===== config.mk =====
export PLATFORM = sky130hd
export DESIGN_NAME = tmc_timer
export DESIGN_NICKNAME = d
export VERILOG_FILES = /design/src/tmc_pkg.sv /design/src/tmc_pin_sync.sv /design/src/tmc_timer.sv
export SDC_FILE = /design/constraint.sdc
export NUM_CORES = 1
export LEC_CHECK = 0
export ABC_AREA = 1
export ABC_CLOCK_PERIOD_IN_PS = 2650
export BUFFER_PORTS_ARGS = -buffer_cell sky130_fd_sc_hd__buf_2
export CAP_MARGIN = 20
export CELL_PAD_IN_SITES_DETAIL_PLACEMENT = 1
export CELL_PAD_IN_SITES_GLOBAL_PLACEMENT = 1
export CORE_MARGIN = 4
export CORE_UTILIZATION = 46
export CTS_CLUSTER_SIZE = 14
export DETAILED_ROUTE_END_ITERATION = 10
export GPL_TIMING_DRIVEN = 1
export PLACE_DENSITY = 0.9
export RECOVER_POWER = 25
export REMOVE_ABC_BUFFERS = 1
export SYNTH_ARGS = -nofsm -noshare
export SYNTH_HDL_FRONTEND = slang
export SYNTH_SLANG_ARGS = --single-unit

===== constraint.sdc =====
create_clock -name clk -period 2.65 [get_ports clk]
set_input_delay 0.3975 -clock clk [delete_from_list [all_inputs] [get_ports clk]]
set_output_delay 0.3975 -clock clk [all_outputs]
set_load 0.01 [all_outputs]

===== src/tmc_pkg.sv =====
// constants and types shared by the timer/counter block
package tmc_pkg;
   localparam int ADDR_W = 8;
   localparam int DATA_W = 8;
   localparam int PS_W = 3;
   // register offsets
   localparam logic [ADDR_W-1:0] OFF_TIMER = 8'h01;
   localparam logic [ADDR_W-1:0] OFF_INTCTL = 8'h0b;
   localparam logic [ADDR_W-1:0] OFF_INTCTL_HI = 8'h8b;
   localparam logic [ADDR_W-1:0] OFF_OPTION = 8'h81;
   // option field positions
   localparam int OPT_CS_BIT = 5;
   localparam int OPT_SE_BIT = 4;
   localparam int OPT_ASSIGN_BIT = 3;
   localparam int OPT_PS_LSB = 0;
   // interrupt_control field positions
   localparam int INT_EN_BIT = 5;
   localparam int INT_FLAG_BIT = 2;
   // reset values
   localparam logic [DATA_W-1:0] OPTION_RST = 8'hff;
   localparam logic [DATA_W-1:0] TIMER_RST = 8'h00;
   localparam logic [DATA_W-1:0] ZERO_BYTE = 8'h00;
   localparam logic [DATA_W-1:0] MAX_COUNT = 8'hff;
   localparam logic [DATA_W-1:0] ONE_BYTE = 8'h01;
   localparam logic [DATA_W-1:0] ALL_ONES = 8'hff;
   // timing: clock period and instruction cycle
   localparam int CLK_NS = 100;
   localparam int TCY_NS = 400;
   localparam int CLKS_PER_TCY = TCY_NS / CLK_NS;
   localparam logic [1:0] INHIBIT_TCY = 2'h2;
   localparam logic [3:0] MASK_TOP = 4'h8;
   localparam logic [3:0] MASK_TOP_TMR = 4'h7;
   // internal phase clocks, gray order q1-q2-q3-q4
   typedef enum logic [1:0] {
      PH_Q1 = 2'b00,
      PH_Q2 = 2'b01,
      PH_Q3 = 2'b11,
      PH_Q4 = 2'b10
   } tmc_phase_type;
endpackage


===== src/tmc_pin_sync.sv =====
// three-flop synchroniser with agreement filter for the count pin
module tmc_pin_sync
   import tmc_pkg::*;
(
   input wire logic clk,
   input wire logic rstn,
   input wire logic pin,
   output logic level
);
   typedef struct packed {
      logic s1;
      logic s2;
      logic s3;
      logic lvl;
   } tmc_sync_type;

   tmc_sync_type s_r;
   tmc_sync_type s_nxt;

   always_comb begin
      s_nxt = s_r;
      s_nxt.s1 = pin;
      s_nxt.s2 = s_r.s1;
      s_nxt.s3 = s_r.s2;
      // accept a change once the second and third stages agree
      if (s_r.s2 == s_r.s3) begin
         s_nxt.lvl = s_r.s3;
      end
   end

   always_ff @(posedge clk or negedge rstn) begin
      if (!rstn) begin
         s_r <= '0;
      end else begin
         s_r <= s_nxt;
      end
   end

   assign level = s_r.lvl;
endmodule


===== src/tmc_timer.sv =====
// 8-bit timer/counter with shared prescaler/postscaler and register port
//
// Overview of operation
// RULE1: timer mode without prescaler: count advances once per instruction cycle.
// RULE2: writing timer_count blocks incrementing for the following two instruction cycles.
// RULE3: counter mode: count advances on external_count_input edges.
// RULE4: source_edge_select clear counts rising edges, set counts falling edges.
// RULE5: prescaler_assign clear gives prescaler to timer, set gives it to watchdog.
// RULE6: timer prescale ratios run from 1:2 to 1:256 in powers of two.
// RULE7: prescaler counter has no software read or write path.
// RULE8: rollover from maximum to zero sets overflow_flag.
// RULE9: overflow_irq_enable gates the overflow interrupt request.
// RULE10: software clears overflow_flag itself; hardware never clears it.
// RULE11: no counting during sleep.
// RULE12: pin or prescaler output sampled at q2 and q4 phases.
// RULE13: without prescaler the pin stays high and low two oscillator periods each.
// RULE14: with prescaler the pin period is at least four oscillator periods over ratio.
// RULE15: counter mode increments only after the synchronisation stage.
// RULE16: timer_count write clears prescaler while assigned to timer.
// RULE17: watchdog_clear_instr clears watchdog and prescaler while assigned to watchdog.
// RULE18: one shared 8-bit prescaler, predivider or watchdog postscaler.
// RULE19: prescaler_assign may change at any time.
// RULE20: moving prescaler to watchdog needs a safe software sequence.
// RULE21: safe sequence: clear count and prescaler, clear watchdog, write assignment.
// RULE22: count keeps running after rollover; flag setting leaves count alone.
// RULE23: prescale_rate n gives a ratio of two to the power n plus one.
module tmc_timer
   import tmc_pkg::*;
(
   input wire logic clk,
   input wire logic rstn,
   input wire logic [ADDR_W-1:0] addr,
   input wire logic [DATA_W-1:0] wdata,
   input wire logic wr,
   input wire logic rd,
   output logic [DATA_W-1:0] rdata,
   input wire logic sleep,
   input wire logic external_count_input,
   input wire logic watchdog_clear_instr,
   input wire logic wdog_base_tick,
   output logic wdog_clear,
   output logic wdog_timeout,
   output logic overflow_irq
);
   typedef struct packed {
      tmc_phase_type phase;
      logic [DATA_W-1:0] timer_count;
      logic [DATA_W-1:0] option;
      logic flag;
      logic irq_en;
      logic [DATA_W-1:0] presc;
      logic [1:0] inhibit;
      logic pin_prev;
      logic edge_pend;
      logic [DATA_W-1:0] rdata;
      logic irq;
      logic wdog_clear;
      logic wdog_timeout;
   } tmc_state_type;

   tmc_state_type s_r;
   tmc_state_type s_nxt;
   logic pin_lvl;
   logic q4;
   logic sample;
   logic edge_now;
   logic run;
   logic tick;
   logic inc_now;
   logic cs;
   logic se;
   logic on_wdog;
   logic [PS_W-1:0] ps;
   logic wr_timer;

   // low-bit mask of the prescaler that must be all ones for an output tick
   function automatic logic [DATA_W-1:0] rate_mask(input logic [PS_W-1:0] rate, input logic to_wdog);
      logic [3:0] sh;
      sh = to_wdog ? (MASK_TOP - {1'b0, rate}) : (MASK_TOP_TMR - {1'b0, rate});
      return ALL_ONES >> sh;
   endfunction

   tmc_pin_sync u_sync (
      .clk(clk),
      .rstn(rstn),
      .pin(external_count_input),
      .level(pin_lvl)
   );

   assign cs = s_r.option[OPT_CS_BIT];
   assign se = s_r.option[OPT_SE_BIT];
   assign on_wdog = s_r.option[OPT_ASSIGN_BIT];
   assign ps = s_r.option[OPT_PS_LSB +: PS_W];
   assign q4 = (s_r.phase == PH_Q4);
   assign sample = (s_r.phase == PH_Q2) || (s_r.phase == PH_Q4); // RULE12
   assign edge_now = sample && (pin_lvl != s_r.pin_prev) && (pin_lvl == ~se); // RULE4
   assign run = q4 && !sleep && (cs ? s_r.edge_pend : 1'b1); // RULE1 RULE3 RULE11 RULE15
   assign tick = on_wdog ? run : (run && ((s_r.presc & rate_mask(ps, 1'b0)) == rate_mask(ps, 1'b0))); // RULE5 RULE6 RULE23
   assign inc_now = tick && (s_r.inhibit == 2'h0); // RULE2
   assign wr_timer = wr && (addr == OFF_TIMER);

   always_comb begin
      s_nxt = s_r;
      unique case (s_r.phase)
         PH_Q1: begin
            s_nxt.phase = PH_Q2;
         end
         PH_Q2: begin
            s_nxt.phase = PH_Q3;
         end
         PH_Q3: begin
            s_nxt.phase = PH_Q4;
         end
         PH_Q4: begin
            s_nxt.phase = PH_Q1;
         end
      endcase
      // edge capture, consumed at q4
      if (q4) begin
         s_nxt.edge_pend = 1'b0;
      end
      if (sample) begin
         s_nxt.pin_prev = pin_lvl; // RULE12
      end
      if (edge_now) begin
         s_nxt.edge_pend = 1'b1; // RULE3
      end
      // write inhibit runs down once per instruction cycle
      if (q4 && (s_r.inhibit != 2'h0)) begin
         s_nxt.inhibit = s_r.inhibit - 2'h1; // RULE2
      end
      // shared prescaler
      if (!on_wdog && run) begin
         s_nxt.presc = s_r.presc + ONE_BYTE; // RULE18
      end
      if (on_wdog && wdog_base_tick) begin
         s_nxt.presc = s_r.presc + ONE_BYTE; // RULE5 RULE18
      end
      s_nxt.wdog_timeout = wdog_base_tick;
      if (on_wdog) begin
         s_nxt.wdog_timeout = wdog_base_tick && ((s_r.presc & rate_mask(ps, 1'b1)) == rate_mask(ps, 1'b1));
      end
      if (inc_now) begin
         s_nxt.timer_count = s_r.timer_count + ONE_BYTE; // RULE22
      end
      // software writes
      if (wr_timer) begin
         s_nxt.timer_count = wdata;
         s_nxt.inhibit = INHIBIT_TCY; // RULE2
         if (!on_wdog) begin
            s_nxt.presc = ZERO_BYTE; // RULE16
         end
      end
      s_nxt.wdog_clear = watchdog_clear_instr;
      if (watchdog_clear_instr && on_wdog) begin
         s_nxt.presc = ZERO_BYTE; // RULE17
      end
      if (wr && (addr == OFF_OPTION)) begin
         s_nxt.option = wdata; // RULE19
      end
      if (wr && ((addr == OFF_INTCTL) || (addr == OFF_INTCTL_HI))) begin
         s_nxt.irq_en = wdata[INT_EN_BIT];
         s_nxt.flag = wdata[INT_FLAG_BIT];
      end
      // hardware set beats a software clear in the same cycle
      if (inc_now && (s_r.timer_count == MAX_COUNT) && !wr_timer) begin
         s_nxt.flag = 1'b1; // RULE8
      end
      s_nxt.irq = s_r.flag && s_r.irq_en; // RULE9
      // read data stand for one cycle only; prescaler is not visible
      s_nxt.rdata = ZERO_BYTE;
      if (rd) begin
         unique case (addr)
            OFF_TIMER: begin
               s_nxt.rdata = s_r.timer_count;
            end
            OFF_OPTION: begin
               s_nxt.rdata = s_r.option;
            end
            OFF_INTCTL, OFF_INTCTL_HI: begin
               s_nxt.rdata[INT_EN_BIT] = s_r.irq_en;
               s_nxt.rdata[INT_FLAG_BIT] = s_r.flag;
            end
            default: begin
               s_nxt.rdata = ZERO_BYTE; // RULE7
            end
         endcase
      end
   end

   always_ff @(posedge clk or negedge rstn) begin
      if (!rstn) begin
         s_r.phase <= PH_Q1;
         s_r.timer_count <= TIMER_RST;
         s_r.option <= OPTION_RST;
         s_r.flag <= 1'b0;
         s_r.irq_en <= 1'b0;
         s_r.presc <= ZERO_BYTE;
         s_r.inhibit <= 2'h0;
         s_r.pin_prev <= 1'b0;
         s_r.edge_pend <= 1'b0;
         s_r.rdata <= ZERO_BYTE;
         s_r.irq <= 1'b0;
         s_r.wdog_clear <= 1'b0;
         s_r.wdog_timeout <= 1'b0;
      end else begin
         s_r <= s_nxt;
      end
   end

   assign rdata = s_r.rdata;
   assign overflow_irq = s_r.irq;
   assign wdog_clear = s_r.wdog_clear;
   assign wdog_timeout = s_r.wdog_timeout;
endmodule


# Word-level counts from Yosys, hierarchy flattened
# Cells that the tools add are included.
[op_classes]
n_shift = 2
magnitude_cmp = 0
div = 0
eq_ne = 13
reduce_logical = 30
bitwise = 3
n_addsub = 5
n_mux = 22
n_mul = 0
[ops]
columns = ["op", "count"]
rows = [
  ["$mux W8", 7],
  ["$eq A8 B8 Y1 const B", 3],
  ["$logic_and A1 B1 Y1", 17],
  ["$add A8 B1 Y8 const B", 2],
  ["$and A8 B8 Y8", 2],
  ["$eq A8 B8 Y1", 2],
  ["$shr A8 B4 Y8 const A", 2],
  ["$pmux W2 S2", 3],
  ["$mux W10", 1],
  ["$reduce_bool A2 Y1", 5],
  ["$eq A8 B1 Y1 const B", 1],
  ["$eq A8 B4 Y1 const B", 1],
  ["$pmux W2 S4", 1],
  ["$mux W1", 6],
  ["$pmux W1 S3", 2],
  ["$eq A2 B2 Y1 const B", 2],
  ["$logic_not A2 Y1", 2],
  ["$mux W2", 2],
  ["$sub A3 B3 Y4 const A", 1],
  ["$sub A4 B3 Y4 const A", 1],
  ["$logic_not A1 Y1", 3],
  ["$eq A1 B1 Y1", 2],
  ["$eq A2 B1 Y1 const B", 1],
  ["$logic_or A1 B1 Y1", 2],
  ["other kinds (4)", 4],
]
[word_totals]
romBits = 0
register_bits = 47
output_inout_bits = 11
ramBits = 0
latch_bits = 0
wordCells = 92
input_bits = 24
memories = 0

# Logic depth before layout (Yosys ltp)
[depth]
depth_word = 10
ltp_mapped = 13
depth_no_buf = 13

# Hierarchy
# Synthesis repeated with hierarchy kept, for this count alone.
[unflattened]
hier_cells = 346
area_unflattened_um2 = 2733.9
[modules_own_cells]
columns = ["mod", "area_each_um2", "n_inst", "cells_each", "seq_area_each_um2"]
rows = [
  ["tmc_timer", 2617.5, 1, 338, 1086.0],
  ["tmc_pin_sync", 116.4, 1, 8, 100.1],
]

# Worst setup path before layout
# No wires, ideal clock.
[synth_path]
path_type = "reg2reg"
from = "register s_r, in the netlist ps[0]"
to = "register s_r[33] (netlist name)"
arrival_ns = 1.594
t_required_ns = 2.533
path_stages_with_launch = 14
setup_slack_ns = 0.939
setup_time_ns = 0.117
path_cell_list = "dfstp_2 -> inv_1 -> ha_1 -> ha_1 -> inv_1 -> nand2_1 -> nand2_1 -> nor2_1 -> nand3_1 -> nand2_1 -> nand2_2 -> nand2_4 -> nand2_1 -> nand2_1"
[synth_between]
elab_chain_cells = 8
[synth_lines]
columns = ["element", "line", "source"]
rows = [
  ["start, declared", "tmc_timer.sv:61", "tmc_state_type s_r;"],
  ["start signal, assigned", "tmc_timer.sv:207", "s_r <= s_nxt;"],
  ["$sub A3 B3 Y4 *", "-", ""],
  ["$shr A8 B4 Y8 *", "tmc_timer.sv:80", "return ALL_ONES >> sh;"],
  ["$and A8 B8 Y8", "tmc_timer.sv:98", "assign tick = on_wdog ? run : (run && ((s_r.presc & rate_mask(ps, 1'b0)) == rate_mask(ps, 1'b0)));"],
  ["$eq A8 B8 Y1 *", "tmc_timer.sv:98", ""],
  ["$logic_and A1 B1 Y1 *", "tmc_timer.sv:98", ""],
  ["$mux W1 *", "tmc_timer.sv:98", ""],
  ["$logic_and A1 B1 Y1 *", "tmc_timer.sv:99", "assign inc_now = tick && (s_r.inhibit == 2'h0);"],
  ["$reduce_bool A2 Y1 (no source line) *", "-", ""],
]
# Mark *: on every way between the ends. The rest lies on a longest branch, timed or not.
# A chain may end at the register's enable or synchronous reset.

# Worst setup path after layout
[layout_path]
from = "register s_r, in the netlist ps[0]"
to = "register s_r[35] (netlist name)"
# The elaborated chain is that of the path after synthesis.

==> results_dict.tcl <==
set metrics [dict create \
    synth_seq_area_share 0.443 \
    cts_tree "done" \
    area_growth_pct 9.76 \
    max_freq_ghz 0.499 \
    synth.distinct_cells 36 \
    fin_cells 439 \
    cap_viol_max_count 0 \
    syn_area_per_cell_um2 7.97 \
    finalSetupTns_ns 0 \
    muxShareOfSynthArea 0 \
    rows 27 \
    yosys.area_share.simple 0.285 \
    grt_pass1_wl_mm 11.1 \
    synth_area_leader_cell "dfrtp_1" \
    cts.sinks 47 \
    ff2ff_path_depth 13 \
    ys_seq_elements 47 \
    timing.rr.start "ps[0]" \
    outcome "complete, no violations" \
    design.die.area_mm2 0.00711 \
    min_to "u_sync.s_nxt[2]" \
    ys_warn_count 0 \
    relSlewSlack 0.224 \
    synth.top_cells.by_area "dfrtp_1 36%, nand2_1 14%, dfstp_2 7.8%" \
    hold_viol 0 \
    holdCritPathClass "input pin to flip-flop" \
    min_period_over_period 0.757 \
    drt_pass1_iterations 4 \
    synth_compound_area_frac 0.0845 \
    irDropWorstVdd_v 0.000378 \
    grt_usage 0.194 \
    synth_most_common_cell "nand2_1" \
    viasPerCell 5.04 \
    drv_slew 0 \
    synthAdderAreaFrac 0.0645 \
    cts.htree.levels 2 \
    wl_mm 6.38 \
    place_hpwl_mm 4.81 \
    cp.arrival_ns 2.19 \
    postSynthCellCount 336 \
    dieHeight_um 84.3 \
    fin_worst_skew_ns 0.00585 \
    ios 35 \
    synth-xor-area-share 0.0262 \
    dieWidth_um 84.3 \
    gr-total-overflow 0 \
    dp.cells 431 \
    min_from "external_count_input" \
    num_antenna_cells 0 \
    drt_iter0_drc 61 \
    post-cts-setup-buffers 0 \
    insertion_delay_ns 0.30 \
    hold_depth 1 \
    cp-start-kind "flip-flop" \
    cp.required_ns 2.83 \
    end_kind "flip-flop" \
    rsz0062_at_grt "false" \
    clk_path_buf_depth 2 \
    synth_top_family_by_area "simple AND/OR/NAND/NOR gates" \
    ctsHoldBuffers 0 \
    numCtsBuffers 5 \
    core_region_area_mm2 0.00557 \
    synth-main-ff-cell "dfrtp_1" \
    holdWs_ns 0.201 \
    p_total_uw 1730 \
    path_max_fanout 10 \
    dp_worst_setup_slack_ns 0.681 \
    leakagePower_uw 0.00153 \
    fin_nets 403 \
    postSynth.asyncResetShare 1.00 \
    antenna_found_initial 0 \
    port_buffers 34 \
    start_util 0.481 \
    rrSetupSlack_ns 0.64 \
    via_count 2214 \
    r2r-end "s_r[35]" \
    powerDensity_mw_per_mm2 589 \
    grt_pass1_vias 2462 \
    routabilityCongestion 0.791 \
    drcViolationCount 0 \
    wl_per_cell_um 14.5 \
    synth-edff-count 0 \
    drive_gt1_frac 0.202 \
    grt_max_degree 48 \
    fin_ws_ns 0.644 \
    clk_pin_slew_ns 0.08 \
    synth.top_cell.area_share 0.364 \
    cts_root_buf "clkbuf_8" \
    period_minus_slack_ns 2.01 \
    cts_resized 0 \
    synthesis.area_mm2 0.00268 \
    worstMarginPinSlew_ns 1.16 \
    synth_common_cells "102 x nand2_1, 41 x inv_1, 39 x dfrtp_1" \
    path_class "flip-flop to flip-flop" \
    detail-route-antenna-nets 0 \
    setup_violations 0 \
]
## worst max-delay path, stage by stage (launching register included)
cell     delay, ns
dfstp_2       0.57
inv_1         0.09
ha_1          0.23
inv_1         0.06
ha_1          0.14
nand2_1       0.08
nand2_1       0.07
nor2_1        0.05
nand3_1       0.07
nand2_1       0.07
nand2_2       0.19
nand2_4       0.12
nand2_1       0.09
nand2_1       0.06
## layout by cell type (no fill, tap or decap), types with 2 or more instances in the layout
| master | count |
|---|---|
| xor2_1 | 4 |
| inv_1 | 41 |
| dfstp_2 | 8 |
| nand3_1 | 25 |
| xnor2_1 | 4 |
| ha_1 | 13 |
| o21ai_1 | 6 |
| nand2_1 | 102 |
| nand3_2 | 3 |
| o211ai_1 | 2 |
| nor2_1 | 25 |
| nor2_4 | 2 |
| nor2_2 | 2 |
| inv_2 | 2 |
| buf_2 | 34 |
| nand2_2 | 6 |
| a21oi_1 | 10 |
| dfrtp_1 | 39 |
| o21ai_2 | 5 |
| o21ai_0 | 10 |
| clkbuf_8 | 6 |
| nand4_1 | 2 |
## flip-flops by register name, indices dropped and copies added, names as in the netlist
| signal | flops |
|---|---|
| u_sync.s_nxt | 2 |
| u_sync.s_r | 1 |
| cs | 1 |
| overflow_irq | 1 |
| wdog_timeout | 1 |
| ps | 3 |
| s_r | 27 |
| on_wdog | 1 |
| rdata | 8 |
| wdog_clear | 1 |
| u_sync.level | 1 |
## cells by family after synthesis
group	Yosys count
AO/OA/AOI/OAI	38
buffers and inverters	56
AND/OR/NAND/NOR	173
flip-flops	47
XOR/XNOR	8
adder cells (fa/ha/maj)	14
## worst max-delay path by stage
stage	start	end	slack, ns	depth (start not counted)
6_report	ps[0]	s_r[35]	0.64	13
5_1_grt	ps[0]	s_r[35]	0.47	13
2_1_floorplan	ps[0]	s_r[34]	0.93	13
4_1_cts	ps[0]	s_r[35]	0.63	13
3_3_place_gp	ps[0]	wdog_timeout	0.80	9
3_5_place_dp	ps[0]	s_r[35]	0.68	13
## per-stage QoR
step | area [um^2] | utilization
6_report | 2940 | 0.527
5_1_grt | 2940 | 0.527
4_1_cts | 2940 | 0.528
3_5_place_dp | 2850 | 0.512
3_3_place_gp | 2850 | 0.512
2_1_floorplan | 2580 | -
## layer usage
layer	up-vias	track usage	wire length (um)
met5	-	0	0
met4	0	0.0643	106
met3	10	0.0353	172
met2	31	0.345	3210
met1	1066	0.235	2880
li1	1107	-	-
## final cells by class
type	instances	area, um^2
Timing Repair Buffer	35	175
Inverter	44	165
Fill cell	727	2630
Clock inverter	1	5.00
Clock buffer	7	86.3
Multi-Input combinational cell	233	1230
Tap cell	72	90.1
Sequential cell	47	1190
## power by group
| group | internal (uW) | total (uW) | switching (uW) |
|---|---|---|---|
| logic | 147 | 366 | 219 |
| registers | 816 | 922 | 106 |
| clock network | 211 | 445 | 234 |
| total | 1170 | 1730 | 559 |
No activity file was read; power rests on OpenSTA's default activity.
